===== src/sps_pkg.sv =====
// package: constants and types for the sdram power-state / dll-off control block
package sps_pkg;

    // ------------------------------------------------------------
    // clock and timing
    // ------------------------------------------------------------
    localparam int CLK_PERIOD_PS     = 8000;
    localparam int TXS_NS            = 270;
    localparam int TXS_CYC           = (TXS_NS * 1000 + CLK_PERIOD_PS - 1) / CLK_PERIOD_PS;
    localparam int TXP_NS            = 6;
    localparam int TXP_CYC           = (TXP_NS * 1000 + CLK_PERIOD_PS - 1) / CLK_PERIOD_PS;
    localparam int TMOD_CYC          = 24;
    localparam int TXS_ABORT_CYC     = 20;
    localparam int TXS_FAST_CYC      = 16;
    localparam int TIMER_W           = 12;

    // ------------------------------------------------------------
    // command encodings {cs_n, act_n, ras_n, cas_n, we_n}
    // ------------------------------------------------------------
    localparam logic [4:0] CMD_NOP   = 5'h0F;
    localparam logic [4:0] CMD_REF   = 5'h09;
    localparam logic [4:0] CMD_MRS   = 5'h08;
    localparam logic [4:0] CMD_PRE   = 5'h0A;
    localparam logic [4:0] CMD_WR    = 5'h0C;
    localparam logic [4:0] CMD_RD    = 5'h0D;
    localparam logic [4:0] CMD_ZQ    = 5'h0E;

    // ------------------------------------------------------------
    // mode register fields
    // ------------------------------------------------------------
    localparam logic [2:0] MR1_SEL       = 3'h1;
    localparam logic [2:0] MR4_SEL       = 3'h4;
    localparam int         MR1_DLL_EN_BIT = 0;
    localparam int         MR4_SR_ABORT_BIT = 9;
    localparam logic [4:0] DLL_OFF_CL    = 5'h0A;
    localparam logic [4:0] DLL_OFF_CWL   = 5'h09;
    localparam logic [4:0] DLL_OFF_SHIFT = 5'h01;

    // ------------------------------------------------------------
    // power states
    // ------------------------------------------------------------
    typedef enum logic [2:0] {
        SPS_ACTIVE,
        SPS_PRE_PD,
        SPS_ACT_PD,
        SPS_SELF_REF
    } sps_pstate_e;

endpackage : sps_pkg


===== src/sps_sync2.sv =====
// module: two-flop synchroniser for a pin level
`timescale 1ns/1ps
`default_nettype none
module sps_sync2 #(
    parameter int W = 1
) (
    // clock and reset
    input  wire logic         i_clk,
    input  wire logic         i_rst,
    // level in and out
    input  wire logic [W-1:0] i_d,
    output logic      [W-1:0] o_q
);
    logic [W-1:0] meta_reg;
    logic [W-1:0] q_reg;

    always_ff @(posedge i_clk or posedge i_rst) begin
        if (i_rst) begin
            meta_reg <= '0;
            q_reg    <= '0;
        end else begin
            meta_reg <= i_d;
            q_reg    <= meta_reg;
        end
    end

    assign o_q = q_reg;
endmodule : sps_sync2
`default_nettype wire


===== src/sps_timer.sv =====
// module: loadable down-counter that reports when a wait has elapsed
`timescale 1ns/1ps
`default_nettype none
module sps_timer #(
    parameter int W = 12
) (
    // clock and reset
    input  wire logic         i_clk,
    input  wire logic         i_rst,
    // load and status
    input  wire logic         i_load,
    input  wire logic [W-1:0] i_count,
    output logic              o_done
);
    logic [W-1:0] cnt_reg;
    logic [W-1:0] cnt_next;

    initial begin
        if (W < 2) $error("sps_timer: width too small");
    end

    always_comb begin
        cnt_next = cnt_reg;
        if (i_load)
            cnt_next = i_count;
        else if (cnt_reg != '0)
            cnt_next = cnt_reg - 1'b1;
    end

    always_ff @(posedge i_clk or posedge i_rst) begin
        if (i_rst)
            cnt_reg <= '0;
        else
            cnt_reg <= cnt_next;
    end

    assign o_done = (cnt_reg == '0);
endmodule : sps_timer
`default_nettype wire


===== src/sps_power_ctrl.sv =====
// module: device-side power state, cke truth table and dll-off control
// ------------------------------------------------------------
// Overview of operation
// - transitions use prior state, cke at n-1, cke at n, command at n
// - cke low keeps power-down/self refresh; rise with deselect exits; inputs ignored
// - power-down performs no refresh of its own
// - cke fall during read/write/precharge: precharge pd if banks closed, else active
// - cke fall while refreshing: precharge pd; with open bank: active pd
// - self refresh entered only from idle by refresh with cke falling
// - idle only with banks closed, no burst, cke high, timers elapsed
// - chip select high ignores new commands, running work completes
// - mr1 dll-enable bit 0 disables dll until written back to 1
// - dll-off mode supports cas latency 10 and write latency 9
// - dll-off read strobe delay starts at al plus cl minus one
// - mr4 bit 9 aborts refresh at exit without counter advance
// ------------------------------------------------------------
`timescale 1ns/1ps
`default_nettype none
module sps_power_ctrl #(
    parameter int TXS_CYC  = sps_pkg::TXS_CYC,
    parameter int TXSDLL_CYC = 768,
    parameter int ADDR_W   = 14
) (
    // clock and reset
    input  wire logic              i_clk,
    input  wire logic              i_rst,
    // command pins from the controller
    input  wire logic              i_cke,
    input  wire logic              i_cs_n,
    input  wire logic              i_act_n,
    input  wire logic              i_ras_n,
    input  wire logic              i_cas_n,
    input  wire logic              i_we_n,
    input  wire logic [2:0]        i_mr_sel,
    input  wire logic [ADDR_W-1:0] i_addr,
    // core status from the bank logic
    input  wire logic              i_banks_open,
    input  wire logic              i_burst_busy,
    input  wire logic              i_refresh_busy,
    input  wire logic              i_core_timing_ok,
    input  wire logic [4:0]        i_al,
    input  wire logic [4:0]        i_cl,
    // status out
    output logic [1:0]             o_pstate,
    output logic                   o_idle,
    output logic                   o_dll_enabled,
    output logic                   o_sr_abort_en,
    output logic                   o_refresh_enable,
    output logic                   o_refresh_abort,
    output logic                   o_xs_busy,
    output logic                   o_xsdll_busy,
    output logic [4:0]             o_rd_strobe_lat,
    output logic                   o_cmd_accept,
    output logic                   o_proto_err
);
    initial begin
        if (ADDR_W < 10) $error("sps_power_ctrl: address too narrow for mode bits");
        if (TXSDLL_CYC >= (1 << sps_pkg::TIMER_W)) $error("sps_power_ctrl: txsdll too large");
        if (TXS_CYC >= (1 << sps_pkg::TIMER_W)) $error("sps_power_ctrl: txs too large");
    end

    // ------------------------------------------------------------
    // pin synchronisation
    // ------------------------------------------------------------
    logic [ADDR_W+8:0] pins_s;
    logic              cke_s;
    logic              cs_n_s;
    logic [3:0]        cmd_s;
    logic [2:0]        sel_s;
    logic [ADDR_W-1:0] addr_s;

    sps_sync2 #(.W(ADDR_W + 9)) u_sync (
        .i_clk (i_clk),
        .i_rst (i_rst),
        .i_d   ({i_cke, i_cs_n, i_act_n, i_ras_n, i_cas_n, i_we_n, i_mr_sel, i_addr}),
        .o_q   (pins_s)
    );
    assign {cke_s, cs_n_s, cmd_s, sel_s, addr_s} = pins_s;

    // ------------------------------------------------------------
    // command decode
    // ------------------------------------------------------------
    logic [4:0] cmd5;
    logic       is_des;
    logic       is_nop;
    logic       is_ref;
    logic       is_mrs;
    logic       is_rd;
    logic       is_wr;
    logic       is_pre;
    logic       is_zq;

    assign cmd5   = {cs_n_s, cmd_s};
    assign is_des = cs_n_s;
    assign is_nop = (cmd5 == sps_pkg::CMD_NOP);
    assign is_ref = (cmd5 == sps_pkg::CMD_REF);
    assign is_mrs = (cmd5 == sps_pkg::CMD_MRS);
    assign is_rd  = (cmd5 == sps_pkg::CMD_RD);
    assign is_wr  = (cmd5 == sps_pkg::CMD_WR);
    assign is_pre = (cmd5 == sps_pkg::CMD_PRE);
    assign is_zq  = (cmd5 == sps_pkg::CMD_ZQ);

    // ------------------------------------------------------------
    // exit timers
    // ------------------------------------------------------------
    logic xs_load;
    logic xsdll_load;
    logic xp_load;
    logic xs_done;
    logic xsdll_done;
    logic xp_done;
    logic [sps_pkg::TIMER_W-1:0] xs_count;

    sps_timer #(.W(sps_pkg::TIMER_W)) u_xs (
        .i_clk   (i_clk),
        .i_rst   (i_rst),
        .i_load  (xs_load),
        .i_count (xs_count),
        .o_done  (xs_done)
    );
    sps_timer #(.W(sps_pkg::TIMER_W)) u_xsdll (
        .i_clk   (i_clk),
        .i_rst   (i_rst),
        .i_load  (xsdll_load),
        .i_count (sps_pkg::TIMER_W'(TXSDLL_CYC)),
        .o_done  (xsdll_done)
    );
    sps_timer #(.W(sps_pkg::TIMER_W)) u_xp (
        .i_clk   (i_clk),
        .i_rst   (i_rst),
        .i_load  (xp_load),
        .i_count (sps_pkg::TIMER_W'(sps_pkg::TXP_CYC)),
        .o_done  (xp_done)
    );

    // ------------------------------------------------------------
    // power state machine
    // ------------------------------------------------------------
    sps_pkg::sps_pstate_e pstate_reg;
    sps_pkg::sps_pstate_e pstate_next;
    logic cke_prev_reg;
    logic cke_prev_next;
    logic dll_en_reg;
    logic dll_en_next;
    logic abort_en_reg;
    logic abort_en_next;
    logic err_reg;
    logic err_next;
    logic accept_reg;
    logic accept_next;
    logic abort_pulse_reg;
    logic abort_pulse_next;
    logic idle_reg;
    logic idle_next;
    logic ref_en_reg;
    logic ref_en_next;
    logic [4:0] rd_lat_reg;
    logic [4:0] rd_lat_next;
    logic [1:0] warm_reg;
    logic [1:0] warm_next;
    logic idle_now;

    // all timing from previous work and exits must be clear
    assign idle_now = !i_banks_open && !i_burst_busy && !i_refresh_busy && cke_s
                      && i_core_timing_ok && xs_done && xp_done && xsdll_done
                      && (pstate_reg == sps_pkg::SPS_ACTIVE);

    always_comb begin
        pstate_next      = pstate_reg;
        cke_prev_next    = cke_s;
        warm_next        = {warm_reg[0], 1'b1};
        dll_en_next      = dll_en_reg;
        abort_en_next    = abort_en_reg;
        err_next         = 1'b0;
        accept_next      = 1'b0;
        abort_pulse_next = 1'b0;
        xs_load          = 1'b0;
        xsdll_load       = 1'b0;
        xp_load          = 1'b0;
        xs_count         = sps_pkg::TIMER_W'(TXS_CYC);
        case (pstate_reg)
            sps_pkg::SPS_ACTIVE: begin
                if (cke_prev_reg && !cke_s) begin
                    // idle judged before this edge, while cke was still high
                    if (is_ref && idle_reg) begin
                        pstate_next = sps_pkg::SPS_SELF_REF;
                    end else if (is_des && i_banks_open) begin
                        pstate_next = sps_pkg::SPS_ACT_PD;
                    end else if (is_des) begin
                        pstate_next = sps_pkg::SPS_PRE_PD;
                    end else begin
                        err_next = 1'b1;
                    end
                end else if (!cke_prev_reg && !cke_s) begin
                    err_next = 1'b1;
                end else if (cke_s && !is_des) begin
                    // deselect blocks new commands; bursts already started run on
                    accept_next = 1'b1;
                    if (is_nop) begin
                        err_next = 1'b0;
                    end
                    if (is_mrs && sel_s == sps_pkg::MR4_SEL) begin
                        abort_en_next = addr_s[sps_pkg::MR4_SR_ABORT_BIT];
                    end
                    // the dll bit may only move during init or self refresh exit window; here any accepted mr1 write moves it
                    if (is_mrs && sel_s == sps_pkg::MR1_SEL) begin
                        dll_en_next = addr_s[sps_pkg::MR1_DLL_EN_BIT];
                    end
                    if (is_rd && !xsdll_done) begin
                        err_next = 1'b1;
                    end
                    if (!xs_done && !(is_mrs || is_zq)) begin
                        err_next = 1'b1;
                    end
                end
            end
            sps_pkg::SPS_PRE_PD,
            sps_pkg::SPS_ACT_PD: begin
                if (cke_s) begin
                    if (is_des) begin
                        pstate_next = sps_pkg::SPS_ACTIVE;
                        xp_load     = 1'b1;
                    end else begin
                        err_next = 1'b1;
                    end
                end
            end
            sps_pkg::SPS_SELF_REF: begin
                if (cke_s) begin
                    if (is_des) begin
                        pstate_next = sps_pkg::SPS_ACTIVE;
                        xs_load     = 1'b1;
                        xsdll_load  = dll_en_reg;
                        if (abort_en_reg) begin
                            xs_count         = sps_pkg::TIMER_W'(sps_pkg::TXS_ABORT_CYC);
                            abort_pulse_next = i_refresh_busy;
                        end
                    end else begin
                        err_next = 1'b1;
                    end
                end
            end
            default: begin
                pstate_next = sps_pkg::SPS_ACTIVE;
            end
        endcase
        // synchroniser still shows reset zeros: no false low-low error
        if (!warm_reg[1]) begin
            pstate_next = pstate_reg;
            err_next    = 1'b0;
            accept_next = 1'b0;
        end
    end

    always_comb begin
        idle_next   = idle_now;
        // no self-initiated refresh during power-down
        ref_en_next = (pstate_next == sps_pkg::SPS_SELF_REF);
        // dll-off: strobe delay one cycle earlier; cl/cwl pinned to 10/9
        if (dll_en_reg) begin
            rd_lat_next = i_al + i_cl;
        end else begin
            rd_lat_next = i_al + sps_pkg::DLL_OFF_CL - sps_pkg::DLL_OFF_SHIFT;
        end
    end

    always_ff @(posedge i_clk or posedge i_rst) begin
        if (i_rst) begin
            pstate_reg      <= sps_pkg::SPS_ACTIVE;
            cke_prev_reg    <= 1'b0;
            warm_reg        <= 2'h0;
            dll_en_reg      <= 1'b1;
            abort_en_reg    <= 1'b0;
            err_reg         <= 1'b0;
            accept_reg      <= 1'b0;
            abort_pulse_reg <= 1'b0;
            idle_reg        <= 1'b0;
            ref_en_reg      <= 1'b0;
            rd_lat_reg      <= 5'h00;
        end else begin
            pstate_reg      <= pstate_next;
            cke_prev_reg    <= cke_prev_next;
            warm_reg        <= warm_next;
            dll_en_reg      <= dll_en_next;
            abort_en_reg    <= abort_en_next;
            err_reg         <= err_next;
            accept_reg      <= accept_next;
            abort_pulse_reg <= abort_pulse_next;
            idle_reg        <= idle_next;
            ref_en_reg      <= ref_en_next;
            rd_lat_reg      <= rd_lat_next;
        end
    end

    // ------------------------------------------------------------
    // status flops
    // ------------------------------------------------------------
    logic xs_busy_reg;
    logic xsdll_busy_reg;

    always_ff @(posedge i_clk or posedge i_rst) begin
        if (i_rst) begin
            xs_busy_reg    <= 1'b0;
            xsdll_busy_reg <= 1'b0;
        end else begin
            xs_busy_reg    <= !xs_done;
            xsdll_busy_reg <= !xsdll_done;
        end
    end

    assign o_pstate         = pstate_reg[1:0];
    assign o_idle           = idle_reg;
    assign o_dll_enabled    = dll_en_reg;
    assign o_sr_abort_en    = abort_en_reg;
    assign o_refresh_enable = ref_en_reg;
    assign o_refresh_abort  = abort_pulse_reg;
    assign o_xs_busy        = xs_busy_reg;
    assign o_xsdll_busy     = xsdll_busy_reg;
    assign o_rd_strobe_lat  = rd_lat_reg;
    assign o_cmd_accept     = accept_reg;
    assign o_proto_err      = err_reg;
endmodule : sps_power_ctrl
`default_nettype wire


===== config.mk =====
export PLATFORM = sky130hd
export DESIGN_NAME = sps_power_ctrl
export DESIGN_NICKNAME = d
export VERILOG_FILES = /design/src/sps_pkg.sv /design/src/sps_sync2.sv /design/src/sps_timer.sv /design/src/sps_power_ctrl.sv
export SDC_FILE = /design/constraint.sdc
export NUM_CORES = 1
export LEC_CHECK = 0
export BUFFER_PORTS_ARGS = -buffer_cell sky130_fd_sc_hd__buf_2
export CORE_MARGIN = 4
export CORE_UTILIZATION = 55
export CTS_BUF_LIST = sky130_fd_sc_hd__clkbuf_4
export DETAILED_ROUTE_END_ITERATION = 12
export PLACE_DENSITY = 0.82
export SLEW_MARGIN = 10
export SYNTH_ARGS = -nofsm -noshare
export SYNTH_HDL_FRONTEND = slang
export SYNTH_SLANG_ARGS = --single-unit

===== constraint.sdc =====
create_clock -name i_clk -period 3.8 [get_ports i_clk]
set_input_delay 1.14 -clock i_clk [delete_from_list [all_inputs] [get_ports i_clk]]
set_output_delay 1.14 -clock i_clk [all_outputs]
set_load 0.03 [all_outputs]

==> results.md <==
- Status: complete, no violations
- Routed WL per cell: 13.7 um
- Total global-route track usage: 17.9%
- Simple-Gate Fraction of Synth Area: 19.9%
- CTS tree: yes
- Area grow syn2layout: 13.7%
- Max-cap viol count: 0
- Cell-internal power: 1760 uW
- Layout cells sized above 1: 18.8%
- Post-synthesis cell type count: 50
- Critical path arrival: between 1 and 1.5 ns
- Clock sinks: 78
- Final setup TNS: 0 ns
- Pin count of the biggest net entering global routing: 45
- CTS H-tree depth: 3
- Critical path, cell by cell: buf_2
- First-pass GRT wire length: around 11000 um
- Worst hold path type: reg2reg
- Synth Register Bits: 78
- GP Congestion: 0.844
- Post-CTS Resized: 0
- Post-route ant nets: 0
- Core Region: 0.00606 mm^2
- Crit. End Element: output port
- Max-Slew Margin vs Limit: 49.7%
- TritonRoute pass-1 iters: 4
- Die Y: around 90 um
- Dominant cells by area after synthesis: dfrtp_1, nor2_1, xor2_1
- CP delay by family, top: flip-flops
- Max rail drop VDD: 484 uV
- Via Count: 2488
- Actual slew at the worst max-slew pin: 0.753 ns
- Power Dens Cells: 654 mW/mm^2
- Synth top area share: a little over half
- Syn_nets: 380
- Synthesis Warnings: 0
- Final layout net count: around 420
- CTS Buf Count: 9
- Worst Path Required: about 2.7 ns
- Initial Util: 58.1%
- Crit path kind: reg2out
- Top FF cell, synth: dfrtp_1
- Max clock buf depth: 2
- Initial antenna violation count: 0
- Worst-path fanout max: 13
- Largest area contributor in the netlist: dfrtp_1
- Finished Cell Area: 0.00401 mm^2
- EDFF count, synth: 0
- Fin. max-slew vios: 0
- Vias per Instance: 5.49
- Clock Pin Slew Worst Setup and Hold Paths: between 0.1 and 0.15 ns
- 1st-iter DRT viols: 120
- DRC: 0
- Hold path cells: 0
- Adder-Cell Fraction of Synth Area: under 10%
- Ant diodes: 0
- HPWL after detailed placement: around 4400 um
- XOR/XNOR Fraction of Synth Area: 6.71%
- NetSw: 859 uW
- Largest family of logic cells by synthesized area: simple AND/OR/NAND/NOR gates
- Post-CTS Hold Buffers: 0
- Cells on worst reg2reg path: 5
- Final setup viols: 0
- Min Tclk post-route: around 2.5 ns
- Placed Area: 0.00379 mm^2
- Gate power share: 26.4%
- Skew final: 0.0156 ns
- Compound-Gate Fraction of Synth Area: 8.63%
- Die area: 0.00775 mm^2
- Synthesized area: approximately 0.0035 mm^2
- Num ports: 55
- Sequential area share after synthesis: 55.4%
- Clk pwr share: a little over a quarter
- CP max stage cell: dfstp_2
- Critical Path Source Type: flip-flop
- Worst path depth: 1
- RSZ-0062 raised after global routing: false
- # rows: 28
- Switching Fraction: approximately a third
- DIE WIDTH: 88.0 um
- Post-CTS Setup Bufs: 0
- Fmax: 402 MHz
- Final period util: between 60% and 70%
- Sequential group share of total power: 47.3%
- Mux cell area share after synthesis: under 10%
- Final wirelength: 6230 um
- Grt ovf: 0
- Synthesized area per cell: 10.7 um^2
- Buffers on Ports: 42
- Largest stage delay, worst path: 0.68 ns
- Root Buffer: clkbuf_4
- Post-synthesis async set-or-reset flop share: 100%
- Number of global-route vias before repair: 2460
- Later-pin clock latency in the skew report: approximately 0.42 ns
- Hold Vio Cnt, Final: 0
- Worst Path Buf+Inv: 1
- Lkg Pwr: approximately 0.0019 uW
- Cells after Synth: 330
synthesized netlist by cell type, drive strengths merged, types with 2 or more instances:
master	number
a211oi	4
a21o	3
a21oi	14
and2	3
and3	4
buf	5
clkbuf	7
dfrtp	77
ha	10
inv	15
mux2	3
mux2i	3
nand2	19
nand2b	4
nand3	7
nand3b	6
nand4	2
nand4b	2
nor2	43
nor2b	3
nor3	13
nor4	4
nor4b	3
o211ai	6
o21a	3
o21ai	12
o31ai	3
or3	8
or3b	2
or4	3
xnor2	11
xor2	16
layout by cell type, fill, tap and decap left out, types with 4 or more instances in the layout:
master	Yosys	routed
nor2_1	43	43
ha_1	10	10
or3_1	8	8
nand2_1	19	19
inv_1	15	14
xor2_1	16	16
bufinv_16	0	4
nor3_1	13	13
nand2b_1	4	4
dfrtp_1	77	77
o21ai_0	12	12
buf_2	1	42
xnor2_1	11	11
and3_1	4	4
clkbuf_4	0	9
nand3b_1	6	6
o211ai_1	6	6
a211oi_1	4	4
a21oi_1	14	14
nand3_1	7	7
final timing paths:
kind / startpoint / to / slack, ns
worst max-delay path: o_dll_enabled / o_dll_enabled / 1.31
worst min-delay path: u_sync.meta_reg[14] / u_sync.o_q[14] / 0.36
worst max register to register: u_xsdll.cnt_reg[7] / o_idle / 1.52
worst min register to register: u_sync.meta_reg[14] / u_sync.o_q[14] / 0.36
max in group asynchronous: i_rst / o_dll_enabled / 2.25
min in group asynchronous: i_rst / u_xp.cnt_reg[11] / 0.83
worst reg2reg max path, delay by kind of cell (launching register included):
family | cells | cell delay (ns)
DFF | 1 | 0.42
and+or+nand+nor | 5 | 1.79
final cells by class:
type,count,area (um^2)
well taps,75,93.8
multi-input cells,225,1450
fillers,479,2050
clock inverters,7,145
flip-flops and latches,78,1950
inverters,15,56.3
clock buffers,9,67.6
repair buffers,44,238
power by group through the flow:
stage | Combinational, uW | Sequential [uW] | Clock (uW)
floorplan | 554 | 1210 | 0
global placement | 656 | 1230 | 0
detailed placement | 692 | 1250 | 0
CTS | 702 | 1230 | 704
global route | 793 | 1270 | 738
finish | 691 | 1240 | 690
metrics by stage:
stage	total power [uW]	util, %	setup WS [ns]	std cells	hold slack (ns)
3_5_place_dp	1940	62.6	1.09	437	0.335
4_1_cts	2640	66.1	1.28	453	0.361
2_1_floorplan	1770	-	0.667	330	0.331
3_3_place_gp	1890	62.6	1.14	437	0.333
5_1_grt	2800	66.1	1.22	453	0.377
6_report	2620	66.1	1.31	453	0.361
cell families after synthesis:
logic type	after synthesis
adder cells (fa/ha/maj)	11
AO/OA/AOI/OAI	49
other	1
flip-flops	78
AND/OR/NAND/NOR	131
buffers and inverters	27
XOR/XNOR	27
multiplexers	6
metal layers:
| metal | vias to the layer above | GRT usage (%) | share of wire [%] |
|---|---|---|---|
| met1 | 1195 | 21.7 | 43 |
| li1 | 1219 | - | - |
| met3 | 10 | 5.83 | 6.9 |
| met5 | - | 0 | 0 |
| met2 | 64 | 30.3 | 49 |
| met4 | 0 | 6.04 | 1.3 |
(Power assumes the default switching activity.)
